--- config.mk ---
export PLATFORM = sky130hd
export DESIGN_NAME = sil_indicators
export DESIGN_NICKNAME = d
export VERILOG_FILES = /design/src/hdl/sil_pkg.sv /design/src/hdl/sil_indicators.sv
export VERILOG_INCLUDE_DIRS = /design/src /design/src/hdl
export SDC_FILE = /design/constraint.sdc
export NUM_CORES = 1
export LEC_CHECK = 0
export ABC_AREA = 1
export BUFFER_PORTS_ARGS = -buffer_cell sky130_fd_sc_hd__buf_4
export CELL_PAD_IN_SITES_DETAIL_PLACEMENT = 0
export CELL_PAD_IN_SITES_GLOBAL_PLACEMENT = 1
export CORE_ASPECT_RATIO = 0.9
export CORE_MARGIN = 2
export CORE_UTILIZATION = 29
export DETAILED_ROUTE_END_ITERATION = 8
export PLACE_DENSITY_LB_ADDON = 0.08
export SYNTH_ARGS = -nofsm -noshare
export SYNTH_HDL_FRONTEND = slang
export SYNTH_SLANG_ARGS = --single-unit
--- constraint.sdc ---
create_clock -name clk -period 3.7 [get_ports clk]
set_input_delay 0.555 -clock clk [delete_from_list [all_inputs] [get_ports clk]]
set_output_delay 0.555 -clock clk [all_outputs]
set_load 0.05 [all_outputs]
--- src/hdl/sil_params.svh ---
// Contract
// Error lamp dark normally, steady on while an internal fault is present.
// Error lamp blinks while a warning is present, unlike the steady fault.
// Bus activity lamp dark when idle, short flash on each bus activity.
// Locate command gives three quick pulses on bus and setup lamps.
// Setup lamp steady while initializing, changing mode or programming.
// Input valid lamp on exactly while a valid input is detected.
// Remote override, both frame sync and reference lamps stay dark.
// Power lamp steady on while the supply conversion works.
// After power-up the setup lamp holds on for the initialization time.
// Lamp timings come from a writable prescaler; fault beats warning. The power-up setup hold of R09 counts raw clocks, not prescaler ticks.
`ifndef SIL_PARAMS_SVH
`define SIL_PARAMS_SVH

`define SIL_CLK_MHZ        100
`define SIL_ADDR_W         4
`define SIL_OFF_PRESCALE   4'h0
`define SIL_OFF_STATUS     4'h4
`define SIL_OFF_MASK       4'h8
`define SIL_OFF_STATE      4'hc

`define SIL_PRESCALE_W     24
`define SIL_CNT_W          8
`define SIL_EV_W           4
`define SIL_EV_FAULT       0
`define SIL_EV_WARN        1
`define SIL_EV_LOCATE      2
`define SIL_EV_LOST        3
`define SIL_MASK_RST       4'h0

`define SIL_TICK_TIME_US   1000
`define SIL_TICK_CYCLES    (`SIL_TICK_TIME_US * `SIL_CLK_MHZ)
`define SIL_INIT_TIME_MS   2000
`define SIL_INIT_CYCLES    (`SIL_INIT_TIME_MS * 1000 * `SIL_CLK_MHZ)
`define SIL_BLINK_TIME_MS  250
`define SIL_FLASH_TIME_MS  50
`define SIL_PULSE_TIME_MS  100
`define SIL_BLINK_TICKS    (`SIL_BLINK_TIME_MS * 1000 / `SIL_TICK_TIME_US)
`define SIL_FLASH_TICKS    (`SIL_FLASH_TIME_MS * 1000 / `SIL_TICK_TIME_US)
`define SIL_PULSE_TICKS    (`SIL_PULSE_TIME_MS * 1000 / `SIL_TICK_TIME_US)
`define SIL_LOC_PULSES     3

`endif

--- src/hdl/sil_pkg.sv ---
`default_nettype none
`include "sil_params.svh"

package sil_pkg;

  typedef enum logic [2:0] {
    SIL_LOC_IDLE = 3'b001,
    SIL_LOC_ON   = 3'b010,
    SIL_LOC_OFF  = 3'b100
  } sil_loc_type;

  typedef struct packed {
    logic fault;
    logic warning;
    logic bus_activity;
    logic locate;
    logic setup_busy;
    logic input_valid;
    logic power_good;
  } sil_cond_type;

  typedef struct packed {
    logic error_indicator;
    logic bus_activity_indicator;
    logic setup_activity_indicator;
    logic power_indicator;
    logic input_valid_indicator;
    logic remote_override_indicator;
    logic frame_sync_indicator_a;
    logic frame_sync_indicator_b;
    logic reference_input_indicator;
  } sil_lamps_type;

  typedef struct packed {
    sil_loc_type                  loc;
    logic [1:0]                   loc_n;
    logic [`SIL_CNT_W-1:0]        loc_cnt;
    logic [`SIL_PRESCALE_W-1:0]   pre_cnt;
    logic [`SIL_PRESCALE_W-1:0]   prescale;
    logic                         tick;
    logic [`SIL_CNT_W-1:0]        blink_cnt;
    logic                         blink_ph;
    logic [`SIL_CNT_W-1:0]        flash_cnt;
    logic [31:0]                  init_cnt;
    logic                         init_done;
    logic                         fault_d;
    logic                         warning_d;
    logic                         valid_d;
    logic [`SIL_EV_W-1:0]         status;
    logic [`SIL_EV_W-1:0]         mask;
    logic [31:0]                  rd_data;
    logic                         irq;
    sil_lamps_type                lamps;
  } sil_state_type;

endpackage : sil_pkg
`default_nettype wire

--- src/hdl/sil_indicators.sv ---
`timescale 1ns/100ps
`default_nettype none
`include "sil_params.svh"

module sil_indicators #(
  parameter int unsigned TICK_CYCLES = `SIL_TICK_CYCLES,
  parameter int unsigned INIT_CYCLES = `SIL_INIT_CYCLES
) (
  input  wire logic                    clk,
  input  wire logic                    rst_n,
  input  wire sil_pkg::sil_cond_type   cond,
  input  wire logic [`SIL_ADDR_W-1:0]  addr,
  input  wire logic [31:0]             wr_data,
  input  wire logic                    wr_en,
  input  wire logic                    rd_en,
  output var  logic [31:0]             rd_data,
  output var  logic                    irq,
  output var  sil_pkg::sil_lamps_type  lamps
);
  import sil_pkg::*;

  localparam logic [`SIL_CNT_W-1:0] BLINK_T =
    `SIL_CNT_W'(`SIL_BLINK_TICKS);
  localparam logic [`SIL_CNT_W-1:0] FLASH_T =
    `SIL_CNT_W'(`SIL_FLASH_TICKS);
  localparam logic [`SIL_CNT_W-1:0] PULSE_T =
    `SIL_CNT_W'(`SIL_PULSE_TICKS);
  localparam logic [1:0] LAST_PULSE = 2'(`SIL_LOC_PULSES - 1);
  localparam logic [31:0] INIT_LAST = 32'(INIT_CYCLES - 1);
  localparam logic [`SIL_PRESCALE_W-1:0] PRESCALE_RST =
    `SIL_PRESCALE_W'(TICK_CYCLES - 1);

  // Setup lamp starts lit so initialization shows from the first cycle
  localparam sil_state_type ST_RST = '{
    loc:      SIL_LOC_IDLE,
    prescale: PRESCALE_RST,
    mask:     `SIL_MASK_RST,
    lamps:    '{setup_activity_indicator: 1'b1, default: 1'b0},
    default:  '0
  };

  sil_state_type             st;
  sil_state_type             n;
  logic [`SIL_EV_W-1:0]      ev;
  logic [`SIL_EV_W-1:0]      clr;
  logic                      locating;
  logic                      loc_busy;

  always_comb begin
    n        = st;
    ev       = '0;
    clr      = '0;
    locating = 1'b0;
    loc_busy = 1'b0;

    // Prescaler holds period minus one; zero gives a tick every cycle
    n.tick = 1'b0;
    if (st.pre_cnt >= st.prescale) begin
      n.pre_cnt = '0;
      n.tick    = 1'b1;
    end else begin
      n.pre_cnt = st.pre_cnt + 1'b1;
    end

    // Blink phase toggles every half period of ticks
    if (st.tick) begin
      if (st.blink_cnt == '0) begin
        n.blink_cnt = BLINK_T - 1'b1;
        n.blink_ph  = ~st.blink_ph;
      end else begin
        n.blink_cnt = st.blink_cnt - 1'b1;
      end
    end

    // A flash is not retriggered while lit, so a busy bus still blinks
    if (cond.bus_activity && st.flash_cnt == '0) begin
      n.flash_cnt = FLASH_T;
    end else if (st.tick && st.flash_cnt != '0) begin
      n.flash_cnt = st.flash_cnt - 1'b1;
    end

    // A new locate command restarts the pulse train
    if (cond.locate) begin
      n.loc     = SIL_LOC_ON;
      n.loc_cnt = PULSE_T;
      n.loc_n   = '0;
    end else begin
      unique case (st.loc)
        SIL_LOC_IDLE: begin
          n.loc = SIL_LOC_IDLE;
        end
        SIL_LOC_ON: begin
          if (st.tick) begin
            if (st.loc_cnt <= 8'h01) begin
              n.loc     = SIL_LOC_OFF;
              n.loc_cnt = PULSE_T;
            end else begin
              n.loc_cnt = st.loc_cnt - 1'b1;
            end
          end
        end
        SIL_LOC_OFF: begin
          if (st.tick) begin
            if (st.loc_cnt > 8'h01) begin
              n.loc_cnt = st.loc_cnt - 1'b1;
            end else if (st.loc_n == LAST_PULSE) begin
              n.loc = SIL_LOC_IDLE;
            end else begin
              n.loc     = SIL_LOC_ON;
              n.loc_n   = st.loc_n + 1'b1;
              n.loc_cnt = PULSE_T;
            end
          end
        end
        default: begin
          n.loc = SIL_LOC_IDLE;
        end
      endcase
    end

    // Power-up hold counts raw clocks, not ticks, so it ignores prescale
    if (!st.init_done) begin
      if (st.init_cnt >= INIT_LAST) begin
        n.init_done = 1'b1;
      end else begin
        n.init_cnt = st.init_cnt + 32'h1;
      end
    end

    locating = (n.loc == SIL_LOC_ON);
    loc_busy = (n.loc != SIL_LOC_IDLE);

    if (cond.fault) begin
      n.lamps.error_indicator = 1'b1;
    end else if (cond.warning) begin
      n.lamps.error_indicator = n.blink_ph;
    end else begin
      n.lamps.error_indicator = 1'b0;
    end

    n.lamps.bus_activity_indicator =
      loc_busy ? locating : (n.flash_cnt != '0);
    n.lamps.setup_activity_indicator =
      loc_busy ? locating : (cond.setup_busy || !n.init_done);
    n.lamps.power_indicator = cond.power_good;
    n.lamps.input_valid_indicator = cond.input_valid;
    n.lamps.remote_override_indicator = 1'b0;
    n.lamps.frame_sync_indicator_a = 1'b0;
    n.lamps.frame_sync_indicator_b = 1'b0;
    n.lamps.reference_input_indicator = 1'b0;

    n.fault_d   = cond.fault;
    n.warning_d = cond.warning;
    n.valid_d   = cond.input_valid;
    ev[`SIL_EV_FAULT]  = cond.fault & ~st.fault_d;
    ev[`SIL_EV_WARN]   = cond.warning & ~st.warning_d;
    ev[`SIL_EV_LOCATE] = cond.locate;
    ev[`SIL_EV_LOST]   = st.valid_d & ~cond.input_valid;

    if (wr_en) begin
      unique case (addr)
        `SIL_OFF_PRESCALE: n.prescale = wr_data[`SIL_PRESCALE_W-1:0];
        `SIL_OFF_MASK:     n.mask = wr_data[`SIL_EV_W-1:0];
        default: begin
        end
      endcase
    end

    n.rd_data = '0;
    if (rd_en) begin
      unique case (addr)
        `SIL_OFF_PRESCALE: n.rd_data = 32'(st.prescale);
        `SIL_OFF_STATUS: begin
          n.rd_data = 32'(st.status);
          clr       = st.status;
        end
        `SIL_OFF_MASK:     n.rd_data = 32'(st.mask);
        `SIL_OFF_STATE:    n.rd_data = 32'({st.loc, st.init_done, st.lamps});
        default:           n.rd_data = '0;
      endcase
    end

    // An event in the clearing cycle survives the read
    n.status = (st.status & ~clr) | ev;
    n.irq    = |(n.status & n.mask);
  end

  always_ff @(posedge clk or negedge rst_n) begin
    if (!rst_n) begin
      st <= ST_RST;
    end else begin
      st <= n;
    end
  end

  assign rd_data = st.rd_data;
  assign irq     = st.irq;
  assign lamps   = st.lamps;
endmodule : sil_indicators
`default_nettype wire

==> results.toml, run 1 <==
[worst_setup_path]
cpMaxStageDelayCell = "dfstp_2"
start_kind = "register"
timing.rr.start = "st[105]$_DFFE_PN1P_"
worst_ep_required_time_ps = 4060
crit_top_cell = "nand2_1"
reg2reg_slack_ps = 1190
worstPathMaxFanout = 15
reg2reg_depth = 10
r2r-end = "st[136]$_DFF_PN0_"
worstPathArrival_ps = 2860
slowest_delay_ps = 530
cp_cell_sequence = "inv_1 -> ha_1 -> a21oi_1 -> o21ai_0 -> nand2_1 -> o211ai_1 -> nand2_1 -> nand4_1 -> buf_4 -> nor2_1"
critPathKind = "reg -> reg"
critPathCaptureType = "register"

[logic_synthesis]
avgSynthCellArea_um2 = 7.988
yosys-top-cells-area = "dfrtp_1, nand2_1, inv_1"
synth_common_cells = "nand2_1, inv_1, nor2_1"
yosysMostFrequentCell = "nand2_1"
yosys_warnings = 0
synth_edf_count = 0
syn_inst = 1048
syn_area_mm2 = 0.008372
ys_seq_area_share_pct = 45.61
synth_top_area_share_pct = 41.85
ys.flop_type = "dfrtp_1"
yosysTopAreaCell = "dfrtp_1"
ys_async_sr_fraction_pct = 100.0
synth-seq-cells = 152
ys_types = 41

[detailed_routing]
antenna_left = 0
drtPass1Iterations = 5
drtIter0Drc = 302
post_drt_wl_per_cell_um = 14.84
drcViolationCount = 0
via_count = 6386
via_per_inst = 4.365
wl_mm = 21.71

[sta]
rsz0062_at_grt = "no"
whs_ps = 122.1
fin_setup_tns_ps = 0
skew_ps = 9.465
fin_crit_sh_pct = 67.74
fin_crit_ps = 2507
finalHoldViolCount = 0
tightest_slew_ps = 721.9
setup_viol = 0
slew_headroom_pct = 51.88
fmax_mhz = 399.0
maxSlewViolCount = 0

[clocking]
cts.root.buffer_cell = "clkbuf_16"
cts_buffers = 17
cts_buffer_depth = 2
clock_latency_ps = 430
clk_pin_slew_worst_paths_ps = 70
cts_tree = "built"
htree_num_levels = 4
hold_buffers = 0
clkSinkCount = 152
post_cts_buffers = 0
cts_resized = 0

[placement]
gp_congestion = 0.7759
post-dp-hpwl_mm = 16.33
portBuffers = 68

[grt]
track_usage_pct = 15.01
grt_pass1_wl_mm = 34.86
grt_max_degree = 73
grt_pass1_vias = 6294
grt_overflow = 0
antenna_found_initial = 0

[layout]
antenna_cells = 0
syn2layout_area_growth_pct = 13.73
fin_nets = 1170
drive_gt1_share_pct = 12.15

[floorplanning]
ios = 89
die_x_um = 183.1
rows = 58
initial_utilization_pct = 29.73
coreArea_mm2 = 0.02816
die-area_mm2 = 0.03024
die_y_um = 165.2

[power]
powerDensity_mw_per_mm2 = 392.7
irDropWorstVdd_mv = 0.3258
p_leak_nw = 4.652

[hold_path]
hp-class = "in -> async"

[job]
cap_violations = 0

[run_status]
status = "finished, final reports clean"
==> how the worst max path moves through the flow <==
stage | start | end | slack [ps] | cells past startpoint
after detailed placement | st[105]$_DFFE_PN1P_ | st[137]$_DFF_PN0_ | 1160 | 10
after global routing | st[105]$_DFFE_PN1P_ | st[130]$_DFF_PN0_ | 900 | 10
after floorplan | st[119]$_DFFE_PN1P_ | st[138]$_DFF_PN0_ | 1820 | 10
after global placement | st[107]$_DFFE_PN1P_ | st[140]$_DFF_PN0_ | 1180 | 10
after CTS | st[105]$_DFFE_PN1P_ | st[137]$_DFF_PN0_ | 1140 | 10
final | st[105]$_DFFE_PN1P_ | st[136]$_DFF_PN0_ | 1190 | 10
==> per-stage QoR <==
stage / total power [mW] / cell area, um^2 / cells / setup slack (ps) / util (%)
finish: 3.740 / 9522 / 1463 / 1193 / 33.82
global route: 3.938 / 9522 / 1463 / 904.8 / 33.82
CTS: 3.814 / 9522 / 1463 / 1138 / 33.82
detailed placement: 2.193 / 9004 / 1431 / 1160 / 31.98
global placement: 2.189 / 9004 / 1431 / 1184 / 31.98
floorplan: 2.047 / 8413 / 1059 / 1823 / -
==> kinds of logic (layout without fill, tap and decap cells) <==
| group | Yosys count | after routing | share of synthesized area, % |
|---|---|---|---|
| simple gates | 482 | 482 | 24.99 |
| buf+inv | 215 | 259 | 11.97 |
| flops | 152 | 152 | 45.61 |
| compound gates | 119 | 119 | 7.637 |
| xor+xnor | 46 | 46 | 4.812 |
| fa+ha+maj | 33 | 33 | 4.932 |
| other cells | 1 | 12 | 0.04479 |
==> worst max-delay path: cells and delay by family, from the launching register on <==
kind                     cells  cell delay (ps)
flip-flops                   1              530
AND/OR/NAND/NOR              4              710
adder cells (fa/ha/maj)      1              320
buffers and inverters        2              490
AO/OA/AOI/OAI                3              370
==> routing by layer <==
metal  vias to the layer above  part of all wire (%)  global-route usage, %
met5                         -                     0                      0
met4                         0                   1.0                  3.855
met3                        17                   2.6                  2.785
met2                        71                    42                  22.42
met1                      2942                    54                  22.22
li1                       3356                     -                      -
==> power by group <==
group | leakage (nW) | internal [mW] | total, mW | switching (mW)
combinational | 2.48 | 0.110 | 0.368 | 0.259
sequential | 1.93 | 1.75 | 1.79 | 0.0314
clock | 0.246 | 0.855 | 1.59 | 0.731
==> cell usage in the layout (no fill, tap or decap), types with 18 or more instances in the layout <==
cell type,netlist,routed
nand2_1,222,222
inv_1,146,146
nor2_1,142,142
dfrtp_1,140,140
buf_4,41,71
o21ai_0,44,44
nand3_1,43,43
a21oi_1,42,42
ha_1,33,33
xor2_1,28,28
nor3_1,25,25
nand4_1,24,24
xnor2_1,18,18
==> registers in the layout (all words and copies together) (netlist names) <==
name	flops
irq	1
lamps	5
rd_data	24
st	122
==> cell type report <==
| type | count | area [um^2] |
|---|---|---|
| fill | 3017 | 18640 |
| tap | 360 | 450.4 |
| sequential | 152 | 3819 |
| clock inverter | 12 | 81.33 |
| inverter | 154 | 578.1 |
| multi-input combinational | 692 | 3592 |
| timing repair buffer | 73 | 564.3 |
| clock buffer | 20 | 436.7 |
Note: power is estimated with default switching activity, not from simulation.
==> inputs of run 2 (changes only) <==
clock period = 2.2 ns   (was 3.7 ns; I/O delays follow)
==> results.toml, run 2 (synthesis gave the netlist of run 1 again) <==
[layout]
utilization_pct = 35.01
instances_no_fill = 1480
most-common-layout-cells = "nand2_1, inv_1, nor2_1, dfrtp_1, buf_4"
top_register = "st"
multi_input_area_mm2 = 0.003613
antenna_cells = 0
nFillCells = 2986
largest_reg_flops = 122
drive_gt1_share_pct = 13.84
final_common_cell = "nand2_1"
syn2layout_area_growth_pct = 17.74
seqCellArea_mm2 = 0.003819
fin_nets = 1187

[grt]
grt_overflow = 0
track_usage_pct = 15.35
antenna_found_initial = 0
grt_pass1_vias = 6505
grt_pass1_wl_mm = 35.77
grt_max_degree = 61

[worst_setup_path]
critPathCaptureType = "register"
crit_family = "simple AND/OR/NAND/NOR gates"
worst_ep_required_time_ps = 2530
critPathKind = "reg -> reg"
worstPathArrival_ps = 2370
critPathBufInv = 3
slowest_delay_ps = 530
cpMaxStageDelayCell = "dfstp_2"
worstPathMaxFanout = 8
cp_cell_sequence = "inv_2 -> ha_4 -> nand2_1 -> nor2_2 -> nand4_1 -> nor4_2 -> nand2_1 -> nand4_1 -> buf_6 -> buf_6 -> nor2_1"
start_kind = "register"

[sta]
maxSlewViolCount = 0
fmax_mhz = 488.9
finalHoldViolCount = 0
setup_viol = 0
skew_ps = 14.22
fin_crit_sh_pct = 92.97
fin_crit_ps = 2045

[placement]
portBuffers = 68
dpl.cell_count = 1443
gp_congestion = 0.7543
post-dp-hpwl_mm = 16.69

[clocking]
cts_buffer_depth = 2
clkSinkCount = 152
clk_pin_slew_worst_paths_ps = 70
htree_num_levels = 4
clock_latency_ps = 440
cts_tree = "built"
cts.root.buffer_cell = "clkbuf_16"
cts_buffers = 17

[detailed_routing]
drcViolationCount = 0
antenna_left = 0
via_count = 6512
via_per_inst = 4.400
wl_mm = 21.81
post_drt_wl_per_cell_um = 14.74
drtPass1Iterations = 5
drtIter0Drc = 419

[floorplanning]
rows = 58
die-area_mm2 = 0.03024
ios = 89
coreArea_mm2 = 0.02816
die_x_um = 183.1
die_y_um = 165.2
initial_utilization_pct = 29.73

[run_status]
status = "finished, final reports clean"

[job]
cap_violations = 0

[hold_path]
hp-class = "in -> reg"

[power]
powerDensity_mw_per_mm2 = 697.8
p_leak_nw = 4.809
irDropWorstVdd_mv = 0.5529
## run 2: cell count changes in the layout (fill, tap and decap cells not counted), sizes merged, moves of 3 or more
cell	previous run	this run
clkbuf	20	17
dlygate4sd3	0	3
inv	154	157
buf	73	87
bufinv	0	4
## run 2: path summary, 6_finish.rpt
kind	start	to	slack [ps]	cells after the start
worst min-delay path	cond[1]	lamps[4]$_DFF_PN0_	20	1
min in group asynchronous	rst_n	st[93]$_DFF_PN0_	320	2
worst min register to register	st[83]$_DFFE_PN0P_	st[83]$_DFFE_PN0P_	370	0
worst max-delay path	st[119]$_DFFE_PN1P_	st[151]$_DFF_PN0_	150	11
worst max register to register	st[119]$_DFFE_PN1P_	st[151]$_DFF_PN0_	150	11
max in group asynchronous	rst_n	st[162]$_DFF_PN1_	1210	3
## run 2: through the flow
step / TNS (ps) / area, um^2 / power, mW / hold WS, ps / setup WS, ps
after floorplan: 0 / 8413 / 3.443 / 34.41 / 322.8
after global placement: 0 / 9131 / 3.686 / 220.9 / 127.7
after detailed placement: 0 / 9131 / 3.695 / 221.1 / 79.08
after CTS: 0 / 9802 / 6.990 / 10.49 / 42.77
after global routing: -6.815 / 9857 / 7.195 / 6.775 / -4.392
final: 0 / 9857 / 6.878 / 24.51 / 154.7
## run 2: power by group
group          internal, mW  leakage [nW]  switching (mW)
registers              2.95          1.93          0.0524
clock network          1.93         0.308            1.31
logic                 0.197          2.58           0.441
total                  5.07          4.81            1.81
## run 2: metal layers
metal | wire length [um] | part of all wire, % | track usage (%) | vias to the layer above
li1 | - | - | - | 3394
met1 | 11860 | 54 | 23.33 | 3017
met2 | 9096 | 42 | 22.11 | 88
met3 | 657 | 3.0 | 2.829 | 13
met4 | 192 | 0.88 | 4.145 | 0
met5 | 0 | 0 | 0 | -
## run 2: final cells by class
| cell class | count | area share [%] |
|---|---|---|
| clock buffers | 17 | 4.316 |
| repair buffers | 90 | 7.667 |
| multi-input cells | 692 | 36.66 |
| inverters | 154 | 5.864 |
| flip-flops and latches | 152 | 38.74 |
| well taps | 360 | 4.570 |
| clock inverters | 15 | 2.183 |
## run 2: repair_timing
item | 4_1_cts | 5_1_grt
hold buffers | 3 | 0
resized for setup | 0 | 10
hold endpoints to repair | 23 | 0
setup endpoints to repair | 0 | 25
setup buffers | 0 | 1
==> inputs of run 3 (changes only) <==
MAX_ROUTING_LAYER = met4   (was not set)
RECOVER_POWER = 100   (was not set)
clock period = 2.3 ns   (was 2.2 ns; I/O delays follow)
==> results.toml, run 3 (synthesis gave the netlist of run 1 again) <==
[grt]
grt_pass1_vias = 6399
track_usage_pct = 15.86
grt_overflow = 0
antenna_found_initial = 0
grt_max_degree = 57
grt_pass1_wl_mm = 35.95

[layout]
syn2layout_area_growth_pct = 13.76
most-common-layout-cells = "nand2_1, inv_1, nor2_1, dfrtp_1, o21ai_0"
antenna_cells = 0
utilization_pct = 33.83
fin_nets = 1179
top_register = "st"
seqCellArea_mm2 = 0.003819
nFillCells = 3056
multi_input_area_mm2 = 0.003578
drive_gt1_share_pct = 9.173
largest_reg_flops = 122
final_common_cell = "nand2_1"
instances_no_fill = 1472

[sta]
fin_crit_sh_pct = 88.83
fmax_mhz = 489.5
slew_headroom_pct = -1.316
maxSlewViolCount = 51
setup_viol = 0
fin_setup_tns_ps = 0
skew_ps = 9.828
finalHoldViolCount = 0
fin_crit_ps = 2043
rsz0062_at_grt = "no"
tightest_slew_ps = 1520

[detailed_routing]
drcViolationCount = 0
via_per_inst = 4.361
drtPass1Iterations = 4
antenna_left = 0
post_drt_wl_per_cell_um = 14.88
wl_mm = 21.90
via_count = 6419
drtIter0Drc = 339

[floorplanning]
die_x_um = 183.1
die-area_mm2 = 0.03024
initial_utilization_pct = 29.73
die_y_um = 165.2
rows = 58
coreArea_mm2 = 0.02816
ios = 89

[clocking]
cts_tree = "built"
cts_buffer_depth = 2
clk_pin_slew_worst_paths_ps = 60
clock_latency_ps = 430
cts_buffers = 17
clkSinkCount = 152
htree_num_levels = 4
cts.root.buffer_cell = "clkbuf_16"

[hold_path]
hp-start = "cond[0]"
hp-class = "in -> reg"
hold_end = "lamps[5]$_DFF_PN0_"
whs_path_depth = 1

[worst_setup_path]
cp-startpoint = "st[105]$_DFFE_PN1P_"
crit_top_cell = "nand2_1"
critPathBufInv = 2
critPathKind = "reg -> reg"
reg2reg_slack_ps = 260
slowest_delay_ps = 530
start_kind = "register"
r2r-end = "st[147]$_DFF_PN0_"
worst_ep_required_time_ps = 2650
worstPathArrival_ps = 2390
critPathCaptureType = "register"
cpMaxStageDelayCell = "dfstp_2"
worstPathMaxFanout = 25
crit_family = "flip-flops"
cp_cell_sequence = "inv_1 -> ha_1 -> a21oi_1 -> o21ai_0 -> nand2_1 -> o211ai_1 -> nand2_1 -> nand4_1 -> buf_12 -> nor2_1"
timing.rr.start = "st[105]$_DFFE_PN1P_"
reg2reg_depth = 10

[run_status]
status = "finished with violations"
failed_checks = "capacitance limit, slew limit"

[power]
irDropWorstVdd_mv = 0.5110
p_leak_nw = 4.581
total_power_mw = 6.232
powerDensity_mw_per_mm2 = 654.3

[job]
cap_violations = 1

[placement]
dpl.cell_count = 1439
portBuffers = 68
gp_congestion = 0.7671
post-dp-hpwl_mm = 16.67
[run 3: cell count changes in the layout (fill, tap and decap cells not counted), moves of 3 or more]
cell / delta
o21ai_1: -10
inv_6: -3
buf_6: -5
o21ai_0: +10
clkbuf_1: +41
buf_4: -39
[run 3: power by group]
part	internal [mW]	total, mW	switching (mW)
logic	0.163	0.585	0.422
clock network	1.62	2.78	1.15
registers	2.82	2.87	0.0497
[run 3: what timing repair did]
action                                  CTS  global route
hold buffers                              1             0
endpoints found under the setup margin    0            17
gates resized for setup                   0             3
hold endpoints to repair                 49             0
setup buffers                             0             0
[run 3: metrics by stage]
| step | hold slack [ps] | instance area [um^2] | setup slack (ps) |
|---|---|---|---|
| after CTS | 5.337 | 9684 | 208.1 |
| after detailed placement | 360.7 | 9114 | 236.2 |
| after global placement | 358.3 | 9114 | 231.1 |
| after global routing | 25.95 | 9524 | 35.23 |
| after floorplan | 49.41 | 8413 | 422.8 |
| final | 44.11 | 9524 | 257.0 |
[run 3: worst max path at each step]
stage	endpoint	slack [ps]	cells after the start
floorplan	st[138]$_DFF_PN0_	420	10
global placement	lamps[7]$_DFF_PN0_	230	12
detailed placement	lamps[7]$_DFF_PN0_	240	12
CTS	lamps[7]$_DFF_PN0_	210	12
global route	st[155]$_DFFE_PN0P_	40	10
finish	st[147]$_DFF_PN0_	260	10
[run 3: worst reg2reg max path, delay by kind of cell, from the launching register on]
kind                       cells  cell delay, ps
adders and majority gates      1             320
DFF                            1             530
AOI/OAI and AO/OA              3             390
and+or+nand+nor                4             430
buffers and inverters          2             290
[run 3: area by class of cell]
cell class,count,area share (%)
Timing Repair Buffer,82,5.649
Clock inverter,8,1.038
Clock buffer,24,4.848
Tap cell,360,4.729
Inverter,154,6.069
Multi-Input combinational cell,692,37.57
Sequential cell,152,40.09
[run 3: routing by layer]
layer	wire, um	part of all wire, %	GRT usage [%]
met5	0	0	-
met4	214	0.98	4.036
met3	575	2.6	2.917
met2	9082	41	22.07
met1	12030	55	23.51
